--- src/design/channel_assess_map.svh ---
// register offsets, field positions, reset values and timing counts
// assumes a 50 MHz device clock and byte-wide register access
`ifndef CHANNEL_ASSESS_MAP_SVH
`define CHANNEL_ASSESS_MAP_SVH

`define ADDR_XCVR_STATUS     8'h01
`define ADDR_STATE_CMD       8'h02
`define ADDR_ASSESS_CTRL     8'h08
`define ADDR_ENERGY_THR      8'h09
`define ADDR_EXT_CTRL_ONE    8'h17

`define REQ_BIT              7
`define MODE_HI              6
`define MODE_LO              5
`define CHAN_HI              4
`define THR_HI               3
`define LBT_SEL_BIT          6
`define CMD_HI               4

`define ASSESS_CTRL_RST      7'h20
`define ENERGY_THR_RST       8'h77
`define EXT_CTRL_ONE_RST     8'h00
`define STATE_CMD_RST        5'h00

`define CMD_FORCE_RADIO_OFF  5'h03
`define CMD_FORCE_PLL_ON     5'h04

`define CLK_PERIOD_NS        20
`define ASSESS_SYMBOLS       4'h8
`define PROC_DELAY_NS        12000
`define PROC_DELAY_CYCLES    ((`PROC_DELAY_NS + `CLK_PERIOD_NS - 1) / `CLK_PERIOD_NS)
`define ED_STEP_CDB          12'h0cf
`define LBT_SLOT_US          500
`define LBT_FIXED_US         5000
`define LBT_RAND_MAX_US      10000
`define LBT_SLOT_CYCLES      ((`LBT_SLOT_US * 1000) / `CLK_PERIOD_NS)
`define LBT_FIXED_SLOTS      5'(`LBT_FIXED_US / `LBT_SLOT_US)
`define LBT_RAND_SPAN        4'((`LBT_RAND_MAX_US - `LBT_FIXED_US) / `LBT_SLOT_US)
`define LFSR_SEED            8'h5a

`endif

--- src/design/channel_assess_pkg.sv ---
// types shared by the channel assessment block
// assumes the constants of channel_assess_map.svh
package channel_assess_pkg;
  typedef enum logic [1:0] {MODE_CS_OR_ED, MODE_ED, MODE_CS, MODE_CS_AND_ED} assess_mode_t;
  typedef enum logic [1:0] {C_IDLE, C_MEAS, C_PROC} cca_state_t;
  typedef enum logic       {L_IDLE, L_LISTEN} lbt_state_t;
endpackage

--- src/design/countdown.sv ---
// loadable down counter that stops at zero
// assumes the owner loads it before relying on zero
`timescale 1ns/100ps
module countdown #(
  parameter int W = 8
) (
  input  wire logic         clk,
  input  wire logic         arst_n,
  input  wire logic         load,
  input  wire logic [W-1:0] load_val,
  input  wire logic         en,
  output logic      [W-1:0] count,
  output logic              zero
);
  logic [W-1:0] next_count;

  always_comb begin
    next_count = count;
    if (load) begin
      next_count = load_val;
    end else if (en && (count != '0)) begin
      next_count = count - 1'b1;
    end
  end

  always_ff @(posedge clk or negedge arst_n) begin
    if (!arst_n) begin
      count <= '0;
    end else begin
      count <= next_count;
    end
  end

  assign zero = (count == '0);
endmodule

--- src/design/channel_assess.sv ---
// channel assessment and listen-before-talk control with its registers
// assumes a synchronous register port from the serial engine and
// measurement inputs from the receiver, all on CLK
//
// Functional notes
// - finished measurement updates idle flag; request clears
// - idle flag: 0 busy, 1 idle, reset 0
// - request bit 7 self-clears once taken
// - mode field 6:5 selects method, reset 1
// - energy busy above base plus 2.07 dB steps
// - mode 0 ORs, mode 3 ANDs both decisions
// - listen fixed 5 ms, then send at once
// - busy: relisten random 5..10 ms, repeat
// - acknowledgement frames skip listening
// - listen only in extended mode, select bit
// - backoff retries and exponents ignored while listening
// - force commands abort ongoing listening
// - listening uses same mode and threshold
// - request clears complete flag; end sets it
// - end after 8 symbols plus 12 us
// - request outside receive: done, no measurement
`timescale 1ns/100ps
`include "channel_assess_map.svh"
module channel_assess #(
  parameter int SLOT_CYCLES = `LBT_SLOT_CYCLES
) (
  input  wire logic        CLK,
  input  wire logic        ARST_N,
  input  wire logic [7:0]  REG_ADDR,
  input  wire logic        REG_WR,
  input  wire logic        REG_RD,
  input  wire logic [7:0]  REG_WDATA,
  output logic      [7:0]  REG_RDATA,
  output logic             REG_RVALID,
  input  wire logic [4:0]  TRX_STATE,
  input  wire logic        RX_STATE_BASIC,
  input  wire logic        SYMBOL_TICK,
  input  wire logic [11:0] POWER_ABOVE_BASE,
  input  wire logic        CARRIER_DETECT,
  input  wire logic        EXT_MODE,
  input  wire logic        LBT_START,
  input  wire logic        ACK_FRAME,
  output logic             DONE_EVENT,
  output logic             LBT_LISTENING,
  output logic             LBT_CLEAR,
  output logic             LBT_ABORT
);
  import channel_assess_pkg::*;

  // register file
  logic [6:0]   assess_control;
  logic [7:0]   energy_threshold_setting;
  logic [7:0]   extended_control_one;
  logic [4:0]   state_command_field;
  logic [6:0]   next_assess_control;
  logic [7:0]   next_energy_threshold_setting;
  logic [7:0]   next_extended_control_one;
  logic [4:0]   next_state_command_field;
  logic [7:0]   next_rdata;
  logic         assess_complete_flag;
  logic         channel_idle_flag;

  logic         assess_request_bit;
  logic         cancel;
  assess_mode_t assess_method_sel;
  logic [3:0]   energy_threshold_field;
  logic         listen_mode_select;
  logic [11:0]  thr_level;
  logic         energy_busy;
  logic         busy_now;

  assign assess_request_bit     = REG_WR && (REG_ADDR == `ADDR_ASSESS_CTRL) && REG_WDATA[`REQ_BIT];
  assign cancel                 = REG_WR && (REG_ADDR == `ADDR_STATE_CMD) &&
                                  ((REG_WDATA[`CMD_HI:0] == `CMD_FORCE_PLL_ON) ||
                                   (REG_WDATA[`CMD_HI:0] == `CMD_FORCE_RADIO_OFF));
  assign assess_method_sel      = assess_mode_t'(assess_control[`MODE_HI:`MODE_LO]);
  assign energy_threshold_field = energy_threshold_setting[`THR_HI:0];
  assign listen_mode_select     = extended_control_one[`LBT_SEL_BIT];

  // channel decision, shared by manual assessment and listening
  always_comb begin
    thr_level   = 12'(energy_threshold_field) * `ED_STEP_CDB;
    energy_busy = POWER_ABOVE_BASE > thr_level;
    unique case (assess_method_sel)
      MODE_CS_OR_ED:  busy_now = energy_busy || CARRIER_DETECT;
      MODE_ED:        busy_now = energy_busy;
      MODE_CS:        busy_now = CARRIER_DETECT;
      MODE_CS_AND_ED: busy_now = energy_busy && CARRIER_DETECT;
    endcase
  end

  always_comb begin
    next_assess_control           = assess_control;
    next_energy_threshold_setting = energy_threshold_setting;
    next_extended_control_one     = extended_control_one;
    next_state_command_field      = state_command_field;
    if (REG_WR) begin
      unique case (REG_ADDR)
        `ADDR_ASSESS_CTRL:  next_assess_control           = REG_WDATA[6:0];
        `ADDR_ENERGY_THR:   next_energy_threshold_setting = REG_WDATA;
        `ADDR_EXT_CTRL_ONE: next_extended_control_one     = REG_WDATA;
        `ADDR_STATE_CMD:    next_state_command_field      = REG_WDATA[`CMD_HI:0];
        default: ;
      endcase
    end
    unique case (REG_ADDR)
      `ADDR_XCVR_STATUS:  next_rdata = {assess_complete_flag, channel_idle_flag, 1'b0, TRX_STATE};
      `ADDR_STATE_CMD:    next_rdata = {3'h0, state_command_field};
      `ADDR_ASSESS_CTRL:  next_rdata = {1'b0, assess_control};
      `ADDR_ENERGY_THR:   next_rdata = energy_threshold_setting;
      `ADDR_EXT_CTRL_ONE: next_rdata = extended_control_one;
      default:            next_rdata = 8'h00;
    endcase
  end

  always_ff @(posedge CLK or negedge ARST_N) begin
    if (!ARST_N) begin
      assess_control           <= `ASSESS_CTRL_RST;
      energy_threshold_setting <= `ENERGY_THR_RST;
      extended_control_one     <= `EXT_CTRL_ONE_RST;
      state_command_field      <= `STATE_CMD_RST;
      REG_RDATA                <= 8'h00;
      REG_RVALID               <= 1'b0;
    end else begin
      assess_control           <= next_assess_control;
      energy_threshold_setting <= next_energy_threshold_setting;
      extended_control_one     <= next_extended_control_one;
      state_command_field      <= next_state_command_field;
      REG_RDATA                <= REG_RD ? next_rdata : REG_RDATA;
      REG_RVALID               <= REG_RD;
    end
  end

  // manual assessment
  cca_state_t cstate;
  cca_state_t next_cstate;
  logic       busy_acc;
  logic       next_busy_acc;
  logic       measured;
  logic       next_measured;
  logic       next_complete;
  logic       next_idle;
  logic       next_done_event;
  logic       sym_load;
  logic       proc_load;
  logic       sym_zero;
  logic       proc_zero;
  logic       meas_end;
  logic [3:0] sym_cnt;
  logic [9:0] proc_cnt;

  assign meas_end = (cstate == C_PROC) && proc_zero;

  always_comb begin
    next_cstate     = cstate;
    next_busy_acc   = busy_acc;
    next_measured   = measured;
    next_complete   = assess_complete_flag;
    next_idle       = channel_idle_flag;
    next_done_event = 1'b0;
    sym_load        = 1'b0;
    proc_load       = 1'b0;
    unique case (cstate)
      C_IDLE: ;
      C_MEAS: begin
        next_busy_acc = busy_acc || busy_now;
        if (sym_zero) begin
          next_cstate = C_PROC;
          proc_load   = 1'b1;
        end
      end
      C_PROC: begin
        if (proc_zero) begin
          next_cstate     = C_IDLE;
          next_complete   = 1'b1;
          next_idle       = measured && !busy_acc;
          next_done_event = 1'b1;
        end
      end
    endcase
    // a new request restarts; a completion in the same cycle still lands
    if (assess_request_bit) begin
      if (!meas_end) begin
        next_complete = 1'b0;
        next_idle     = 1'b0;
      end
      next_busy_acc = 1'b0;
      next_measured = RX_STATE_BASIC;
      if (RX_STATE_BASIC) begin
        next_cstate = C_MEAS;
        sym_load    = 1'b1;
      end else begin
        next_cstate = C_PROC;
        proc_load   = 1'b1;
      end
    end
  end

  always_ff @(posedge CLK or negedge ARST_N) begin
    if (!ARST_N) begin
      cstate               <= C_IDLE;
      busy_acc             <= 1'b0;
      measured             <= 1'b0;
      assess_complete_flag <= 1'b0;
      channel_idle_flag    <= 1'b0;
      DONE_EVENT           <= 1'b0;
    end else begin
      cstate               <= next_cstate;
      busy_acc             <= next_busy_acc;
      measured             <= next_measured;
      assess_complete_flag <= next_complete;
      channel_idle_flag    <= next_idle;
      DONE_EVENT           <= next_done_event;
    end
  end

  countdown #(.W(4)) u_sym (
    .clk      (CLK),
    .arst_n   (ARST_N),
    .load     (sym_load),
    .load_val (`ASSESS_SYMBOLS),
    .en       (SYMBOL_TICK),
    .count    (sym_cnt),
    .zero     (sym_zero)
  );

  countdown #(.W(10)) u_proc (
    .clk      (CLK),
    .arst_n   (ARST_N),
    .load     (proc_load),
    .load_val (10'(`PROC_DELAY_CYCLES)),
    .en       (1'b1),
    .count    (proc_cnt),
    .zero     (proc_zero)
  );

  // listen before talk; backoff limits are not consulted here
  lbt_state_t lstate;
  lbt_state_t next_lstate;
  logic       busy_seen;
  logic       next_busy_seen;
  logic       next_clear;
  logic       next_abort;
  logic [7:0] lfsr;
  logic [7:0] next_lfsr;
  logic [3:0] rand_extra;
  logic       lbt_go;
  logic       slot_load;
  logic       pre_load;
  logic [4:0] slot_val;
  logic       slot_zero;
  logic       pre_zero;
  logic       slot_tick;
  logic [4:0] slot_cnt;
  logic [14:0] pre_cnt;

  assign lbt_go     = LBT_START && EXT_MODE && listen_mode_select && (lstate == L_IDLE);
  assign slot_tick  = (lstate == L_LISTEN) && pre_zero;
  assign rand_extra = (lfsr[3:0] > `LBT_RAND_SPAN) ? (lfsr[3:0] - 4'h5) : lfsr[3:0];

  always_comb begin
    next_lstate    = lstate;
    next_busy_seen = busy_seen;
    next_clear     = 1'b0;
    next_abort     = 1'b0;
    next_lfsr      = {lfsr[6:0], lfsr[7] ^ lfsr[5] ^ lfsr[4] ^ lfsr[3]};
    slot_load      = 1'b0;
    slot_val       = `LBT_FIXED_SLOTS;
    pre_load       = slot_tick;
    unique case (lstate)
      L_IDLE: begin
        if (lbt_go) begin
          if (ACK_FRAME) begin
            next_clear = 1'b1;
          end else begin
            next_lstate    = L_LISTEN;
            next_busy_seen = 1'b0;
            slot_load      = 1'b1;
            pre_load       = 1'b1;
          end
        end
      end
      L_LISTEN: begin
        next_busy_seen = busy_seen || busy_now;
        if (cancel) begin
          next_lstate = L_IDLE;
          next_abort  = 1'b1;
        end else if (slot_zero) begin
          if (!busy_seen) begin
            next_lstate = L_IDLE;
            next_clear  = 1'b1;
          end else begin
            next_busy_seen = 1'b0;
            slot_load      = 1'b1;
            pre_load       = 1'b1;
            slot_val       = `LBT_FIXED_SLOTS + 5'(rand_extra);
          end
        end
      end
    endcase
  end

  always_ff @(posedge CLK or negedge ARST_N) begin
    if (!ARST_N) begin
      lstate        <= L_IDLE;
      busy_seen     <= 1'b0;
      lfsr          <= `LFSR_SEED;
      LBT_CLEAR     <= 1'b0;
      LBT_ABORT     <= 1'b0;
      LBT_LISTENING <= 1'b0;
    end else begin
      lstate        <= next_lstate;
      busy_seen     <= next_busy_seen;
      lfsr          <= next_lfsr;
      LBT_CLEAR     <= next_clear;
      LBT_ABORT     <= next_abort;
      LBT_LISTENING <= (next_lstate == L_LISTEN);
    end
  end

  countdown #(.W(15)) u_pre (
    .clk      (CLK),
    .arst_n   (ARST_N),
    .load     (pre_load),
    .load_val (15'(SLOT_CYCLES - 1)),
    .en       (1'b1),
    .count    (pre_cnt),
    .zero     (pre_zero)
  );

  countdown #(.W(5)) u_slot (
    .clk      (CLK),
    .arst_n   (ARST_N),
    .load     (slot_load),
    .load_val (slot_val),
    .en       (slot_tick),
    .count    (slot_cnt),
    .zero     (slot_zero)
  );

  property p_req_clears;
    @(posedge CLK) disable iff (!ARST_N)
    (assess_request_bit && !meas_end) |=> (!assess_complete_flag && !channel_idle_flag);
  endproperty
  a_req_clears: assert property (p_req_clears) else $error("request did not clear flags");

  property p_end_sets;
    @(posedge CLK) disable iff (!ARST_N)
    meas_end |=> (assess_complete_flag && DONE_EVENT && (channel_idle_flag == $past(measured && !busy_acc)));
  endproperty
  a_end_sets: assert property (p_end_sets) else $error("completion did not set result");

  property p_no_meas;
    @(posedge CLK) disable iff (!ARST_N)
    (assess_request_bit && !RX_STATE_BASIC) ##1 (!assess_request_bit)[*8] |-> (cstate == C_PROC) && !channel_idle_flag;
  endproperty
  a_no_meas: assert property (p_no_meas) else $error("measured outside receive state");

  property p_proc_delay;
    @(posedge CLK) disable iff (!ARST_N)
    (cstate == C_MEAS && sym_zero && !assess_request_bit) |-> ##[1:602] DONE_EVENT;
  endproperty
  a_proc_delay: assert property (p_proc_delay) else $error("processing delay overrun");

  property p_req_reads_zero;
    @(posedge CLK) disable iff (!ARST_N)
    (REG_RD && REG_ADDR == `ADDR_ASSESS_CTRL) |=> (REG_RVALID && !REG_RDATA[7]);
  endproperty
  a_req_reads_zero: assert property (p_req_reads_zero) else $error("request bit read as 1");

  property p_ack_skip;
    @(posedge CLK) disable iff (!ARST_N)
    (lbt_go && ACK_FRAME) |=> (LBT_CLEAR && !LBT_LISTENING);
  endproperty
  a_ack_skip: assert property (p_ack_skip) else $error("ack frame was not sent at once");

  property p_disabled;
    @(posedge CLK) disable iff (!ARST_N)
    (LBT_START && lstate == L_IDLE && !(EXT_MODE && listen_mode_select)) |=> (!LBT_CLEAR && !LBT_LISTENING);
  endproperty
  a_disabled: assert property (p_disabled) else $error("listening started while disabled");

  property p_cancel;
    @(posedge CLK) disable iff (!ARST_N)
    (cancel && lstate == L_LISTEN) |=> (LBT_ABORT && lstate == L_IDLE && !LBT_CLEAR);
  endproperty
  a_cancel: assert property (p_cancel) else $error("force command did not abort");

  property p_first_listen;
    @(posedge CLK) disable iff (!ARST_N)
    (lbt_go && !ACK_FRAME) |=> (slot_cnt == 5'h0a && LBT_LISTENING);
  endproperty
  a_first_listen: assert property (p_first_listen) else $error("fixed listen not 10 slots");

  property p_relisten;
    @(posedge CLK) disable iff (!ARST_N)
    (lstate == L_LISTEN && slot_zero && busy_seen && !cancel) |=> (slot_cnt >= 5'h0a && slot_cnt <= 5'h14);
  endproperty
  a_relisten: assert property (p_relisten) else $error("random listen out of range");
endmodule

--- config.mk ---
export PLATFORM = sky130hd
export DESIGN_NAME = channel_assess
export DESIGN_NICKNAME = d
export VERILOG_FILES = /design/src/design/channel_assess_pkg.sv /design/src/design/countdown.sv /design/src/design/channel_assess.sv
export VERILOG_INCLUDE_DIRS = /design/src /design/src/design
export SDC_FILE = /design/constraint.sdc
export NUM_CORES = 1
export LEC_CHECK = 0
export ABC_AREA = 1
export BUFFER_PORTS_ARGS = -buffer_cell sky130_fd_sc_hd__clkbuf_2
export CAP_MARGIN = 20
export CORE_ASPECT_RATIO = 1.75
export CORE_MARGIN = 4
export CORE_UTILIZATION = 40
export DETAILED_ROUTE_END_ITERATION = 10
export PLACE_DENSITY_LB_ADDON = 0.05
export SYNTH_ARGS = -nofsm -noshare
export SYNTH_HDL_FRONTEND = slang
export SYNTH_SLANG_ARGS = --single-unit
--- constraint.sdc ---
create_clock -name CLK -period 4.75 [get_ports CLK]
set_input_delay 0.95 -clock CLK [delete_from_list [all_inputs] [get_ports CLK]]
set_output_delay 0.95 -clock CLK [all_outputs]
set_load 0.02 [all_outputs]
* Word level (Yosys, flattened, before mapping)
Index checks and enable logic that the tools add are counted.
Storage, ports and cells: word-level logic and storage cells 156, output and inout bits 13, register bits 90, input port bits 43
Operators by class: bitwise operators 4, $add $sub $neg 6, mux-type cells 67, multipliers 1, order comparisons 2, equality and inequality tests 16, reductions and logical operators 39
Operator list (count):
- $mux W1 | 42
- $pmux W8 S5 | 1
- $mux W15 | 2
- $mux W5 | 6
- $mux W10 | 2
- $eq A8 B4 Y1 const B | 2
- $logic_not A15 Y1 | 1
- $reduce_bool A15 Y1 | 1
- $sub A15 B1 Y15 const B | 1
- $logic_and A1 B1 Y1 | 13
- $gt A12 B12 Y1 | 1
- $mul A4 B8 Y12 const B | 1
- $mux W4 | 3
- $logic_not A10 Y1 | 1
- $pmux W1 S2 | 5
- $reduce_and A2 Y1 | 5
- $reduce_bool A10 Y1 | 1
- $reduce_bool A2 Y1 | 5
- $sub A10 B1 Y10 const B | 1
- $eq A8 B1 Y1 const B | 1
- $eq A8 B2 Y1 const B | 1
- $eq A8 B5 Y1 const B | 1
- $mux W2 | 4
- $eq A2 B2 Y1 const B | 3
- other kinds (23) | 31

* Logic depth before layout (Yosys ltp)
depth in word-level cells 9, mapped depth 23, gate-level depth less buffers 23

* By module
From an unflattened synthesis, not the netlist that was laid out.
Unflattened totals: cell total of the unflattened synthesis 831, area total of the unflattened synthesis 6192.2 µm²
Modules (own cells, without submodules):
- channel_assess | cells an instance 467, area each 3736.1 µm², sequential area each 1415.1 µm², times used 1
- countdown at u_pre | cells an instance 154, area each 1067.3 µm², sequential area each 375.4 µm², times used 1
- countdown at u_proc | cells an instance 118, area each 758.2 µm², sequential area each 250.2 µm², times used 1
- countdown at u_slot | cells an instance 46, area each 335.3 µm², sequential area each 125.1 µm², times used 1
- countdown at u_sym | cells an instance 46, area each 295.3 µm², sequential area each 100.1 µm², times used 1

* Worst setup path after synthesis
Ideal clock, no wire load.
path kind flip-flop to flip-flop, start point register energy_threshold_setting[2], end point register busy_seen, required time 4.624 ns, library setup time 0.126 ns, path slack 1.128 ns, stages on the path, launching flop included 22, period minus slack after synthesis 3.622 ns, arrival 3.496 ns, cells stage by stage dfstp_2 > fa_1 > fa_1 > inv_1 > fa_1 > nor2_1 > o21ai_0 > nand2_1 > nand2_1 > nand2_1 > a21oi_1 > xor2_1 > ha_1 > nand4_1 > nor2_1 > nand2_1 > nand2_1 > inv_1 > nand2_1 > nand2_1 > nand3_1 > o21ai_0
On the way: longest elaborated chain between the ends 9, elaborated cells on any way between the ends 10, those cells by class mul (1); order compare (1); mux (5); reduce/logical (3)
RTL lines:
- start, declared | RTL line channel_assess.sv:52 | logic [7:0] energy_threshold_setting;
- start signal, assigned | RTL line channel_assess.sv:119 | energy_threshold_setting <= `ENERGY_THR_RST;
- start signal, assigned | RTL line channel_assess.sv:126 | energy_threshold_setting <= next_energy_threshold_setting;
- $mul A4 B8 Y12 (no line) (*)
- $gt A12 B12 Y1 (*) | RTL line channel_assess.sv:83 | energy_busy = POWER_ABOVE_BASE > thr_level;
- $logic_and A1 B1 Y1 or $logic_or A1 B1 Y1 (tied branches) | RTL line channel_assess.sv:88, channel_assess.sv:85
- $pmux W1 S4 (*) | RTL line channel_assess.sv:84 | unique case (assess_method_sel)
- $logic_or A1 B1 Y1 (*) | RTL line channel_assess.sv:284 | next_busy_seen = busy_seen || busy_now;
- $mux W1 | RTL line channel_assess.sv:289 | if (!busy_seen) begin
- $mux W1 | RTL line channel_assess.sv:288 | end else if (slot_zero) begin
- $mux W1 (*) | RTL line channel_assess.sv:285 | if (cancel) begin
- $pmux W1 S2 (*) | RTL line channel_assess.sv:270 | unique case (lstate)
- end signal, assigned | RTL line channel_assess.sv:313 | busy_seen <= next_busy_seen;
- end, declared | RTL line channel_assess.sv:240 | logic busy_seen;
Mark *: on every way between the ends. The rest lies on a longest branch, timed or not. A chain may end at the register's enable or synchronous reset.

* Worst setup path in the final report
Same ends and word-level chain as after synthesis.

==> impl_results.md <==
* Status: complete, no violations
* Resized cells post-CTS at 0
* Dpl hpwl at 10.1 mm
* Layout Nets at 824
* Max-cap violations at 0
* Slew of the pin with the lowest slew margin at 0.936 ns
* Internal power at 1540 uW
* Final WL at 12.9 mm
* Net Sw Power at 814 uW
* Synth Warn # at 0
* Post-CTS Setup Repair Bufs at 0
* DRT Pass-1 Iters at 4
* Placed Instances at 902
* Antenna cell count at 0
* Hold Crit Endpoint: lfsr[7]
* Number of global-route vias before repair at 4595
* Final hold violations at 0
* Worst VDD drop at 0.249 mV
* Vias/cell at 4.94
* Post-route ant nets at 0
* R2r worst-path depth at 21
* Fmax achieved at 252 MHz
* Wire per inst at 14.1 um
* Largest net degree at the start of global routing at 66
* Die area at 15500 um^2
* Synth area leader: dfrtp_1
* Congestion Overflow GR at 0
* Rows at 55
* Leak at 0.00313 uW
* Drc violations at 0
* CP Max Fanout at 7
* Post-synth cell types at 40
* RSZ-0062 raised after global routing: false
* I/O pin total at 56
* Number of synthesized flops with an enable pin at 0
* CP most frequent cell: nand2_1
* Logic pwr share at 26.0%
* # setup viols final at 0
* CP Data Arrival Time at 4.19 ns
* Tcrit/Tclk final at 83.5%
* Syn avg cell area at 7.91 um^2
* Sequential share of power at 44.2%
* Worst path cell trace: fa_1 -> fa_1 -> inv_1 -> fa_1 -> nor2_1 -> o21ai_0 -> nand2_1 -> nand2_1 -> nand2_1 -> a21oi_1 -> xor2_1 -> ha_1 -> nand4_1 -> nor2_1 -> nand2_1 -> nand2_1 -> inv_1 -> nand2_1 -> nand2_1 -> nand3_1 -> o21ai_0
* Share of the synthesized area in the top cell type at 36.6%
* Fillers at 1304
* Clock-pin slew on the worst setup and hold paths at 0.06 ns
* R2R Setup Slk at 0.78 ns
* Required @ worst endpoint at 4.97 ns
* CTS tree: built
* Clock power share at 29.8%
* I/O Buffers at 55
* R2r endpoint: busy_seen
* Initial Utilization at 41.3%
* Clock skew at 0.00973 ns
* Post-synth top flop: dfrtp_1
* H-tree depth at 3
* Initial antenna violation count at 0
* Synth Instances at 682
* Post-Syn Nets at 764
* Worst hold stages at 0
* GP Congestion at 0.878
* Setup TNS at 0 ns
* Worst stage delay on the critical path at 0.61 ns
* Util after Layout at 47.0%
* Most common cell after layout, fill and taps aside: nand2_1
* First-pass GRT wire length at 21.8 mm
* CTS Buffer Depth at 2
* Sw Ratio at 34.6%
* R2R Path Start: energy_threshold_setting[2]
* Slowest CP cell: dfstp_2
* Share of layout cells above drive strength 1 at 14.5%
* Post-synthesis register bit count at 90
* Die Ht at 162 um
* Hold slack at 0.391 ns
* Final Non-Filler Cells at 918
* Total power at 2350 uW
* Clock Latency Late Sink at 0.34 ns
* CP endpoint kind: flip-flop
* Pins over their slew limit at 0
* Min Clock Period, post-route at 3.97 ns
* Hold Path Class: reg2reg
* Pwr/cell area at 383 nW/um^2
* Hold path start: lfsr[6]
* Crit Path Class: reg2reg
* Most frequent cells in the layout: nand2_1, inv_1, dfrtp_1
* Iter 0 DRT Violations at 183
* Syn-to-layout area delta at 13.8%
* Area contributors post-synth: dfrtp_1, nand2_1, ha_1, inv_1, o21ai_0
* # hold bufs at CTS at 0
* Gr usage total at 17.9%
* Via count at 4533
* Root buf cell: clkbuf_16
* Sinks on the clock net at 90
* Cell Area, Synth at 5400 um^2
* CTS Buf Count at 9
* Asr flop ratio synth at 100%
* Crit start category: flip-flop
* Core box area at 13100 um^2
* Slew headroom at 37.0%
* Die W at 95.8 um
* Seq/Total Area, Yosys at 42.0%
per-layer routing:
layer / vias up / wire [um] / track usage, %
li1: 2317 / - / -
met1: 2111 / 5220 / 20.5
met2: 86 / 7030 / 33.1
met3: 19 / 442 / 2.87
met4: 0 / 221 / 5.51
met5: - / 0 / 0
worst max path at each step:
stage | depth (start not counted) | end | start | slack [ns]
6_report | 21 | busy_seen | energy_threshold_setting[2] | 0.78
5_1_grt | 21 | busy_acc | energy_threshold_setting[2] | 0.42
3_5_place_dp | 21 | busy_seen | energy_threshold_setting[2] | 0.77
4_1_cts | 21 | busy_seen | energy_threshold_setting[2] | 0.78
2_1_floorplan | 21 | busy_seen | energy_threshold_setting[2] | 1.13
3_3_place_gp | 21 | busy_seen | energy_threshold_setting[2] | 0.86
state kept, by name, summed over array words and instances, names as in the netlist, 2 cells and up:
signal and flops:
energy_threshold_setting 8, REG_RDATA 8, assess_control 7, u_pre.count 15, u_proc.count 10, cstate 2, lfsr 8, extended_control_one 8
u_slot.count 5, u_sym.count 4, state_command_field 5
stage by stage:
| step | cell area, um^2 | setup slack, ns |
|---|---|---|
| finish | 6140 | 0.784 |
| detailed placement | 5850 | 0.774 |
| CTS | 6140 | 0.781 |
| global placement | 5850 | 0.864 |
| floorplan | 5400 | 1.13 |
| global route | 6140 | 0.421 |
synth_stat cells, drive strengths merged (9+ instances only):
cell type    n
nor3        14
xnor2       12
nand2      172
xor2        17
dfrtp       79
a21oi       21
nand3       46
o21ai       61
inv         93
nor2        73
nand4        9
ha          35
dfstp       11
critical path, delay by kind of cell, from the launching register on:
kind	cells	cell delay [ns]
adders and majority gates	4	1.73
DFF	1	0.61
and+or+nand+nor	11	1.01
buffers and inverters	2	0.11
AOI/OAI and AO/OA	3	0.27
xor gates and xnor gates	1	0.15
layout make-up:
cell class / instances / area, um^2 / share of cell area [%]
Tap cell: 171 / 214 / 3.48
Sequential cell: 90 / 2270 / 36.9
Multi-Input combinational cell: 491 / 2730 / 44.5
Clock buffer: 10 / 239 / 3.89
Inverter: 93 / 349 / 5.68
Timing Repair Buffer: 57 / 290 / 4.72
Clock inverter: 6 / 53.8 / 0.876
power by group through the flow:
stage	clock (uW)	sequential (uW)	combinational (uW)
detailed placement	0	1050	617
CTS	723	1040	623
global placement	0	1050	597
floorplan	0	1020	486
global route	752	1060	718
finish	701	1040	613
kinds of logic (layout without fill, tap and decap cells):
group                    Yosys count  count (layout)  synth area share, %
buffers and inverters            101             166                 7.39
AND/OR/NAND/NOR                  327             327                 26.4
XOR/XNOR                          29              29                 4.71
adder cells (fa/ha/maj)           39              39                 9.60
AO/OA/AOI/OAI                     96              96                 9.87
flip-flops                        90              90                 42.0
No activity file was read; power rests on OpenSTA's default activity.
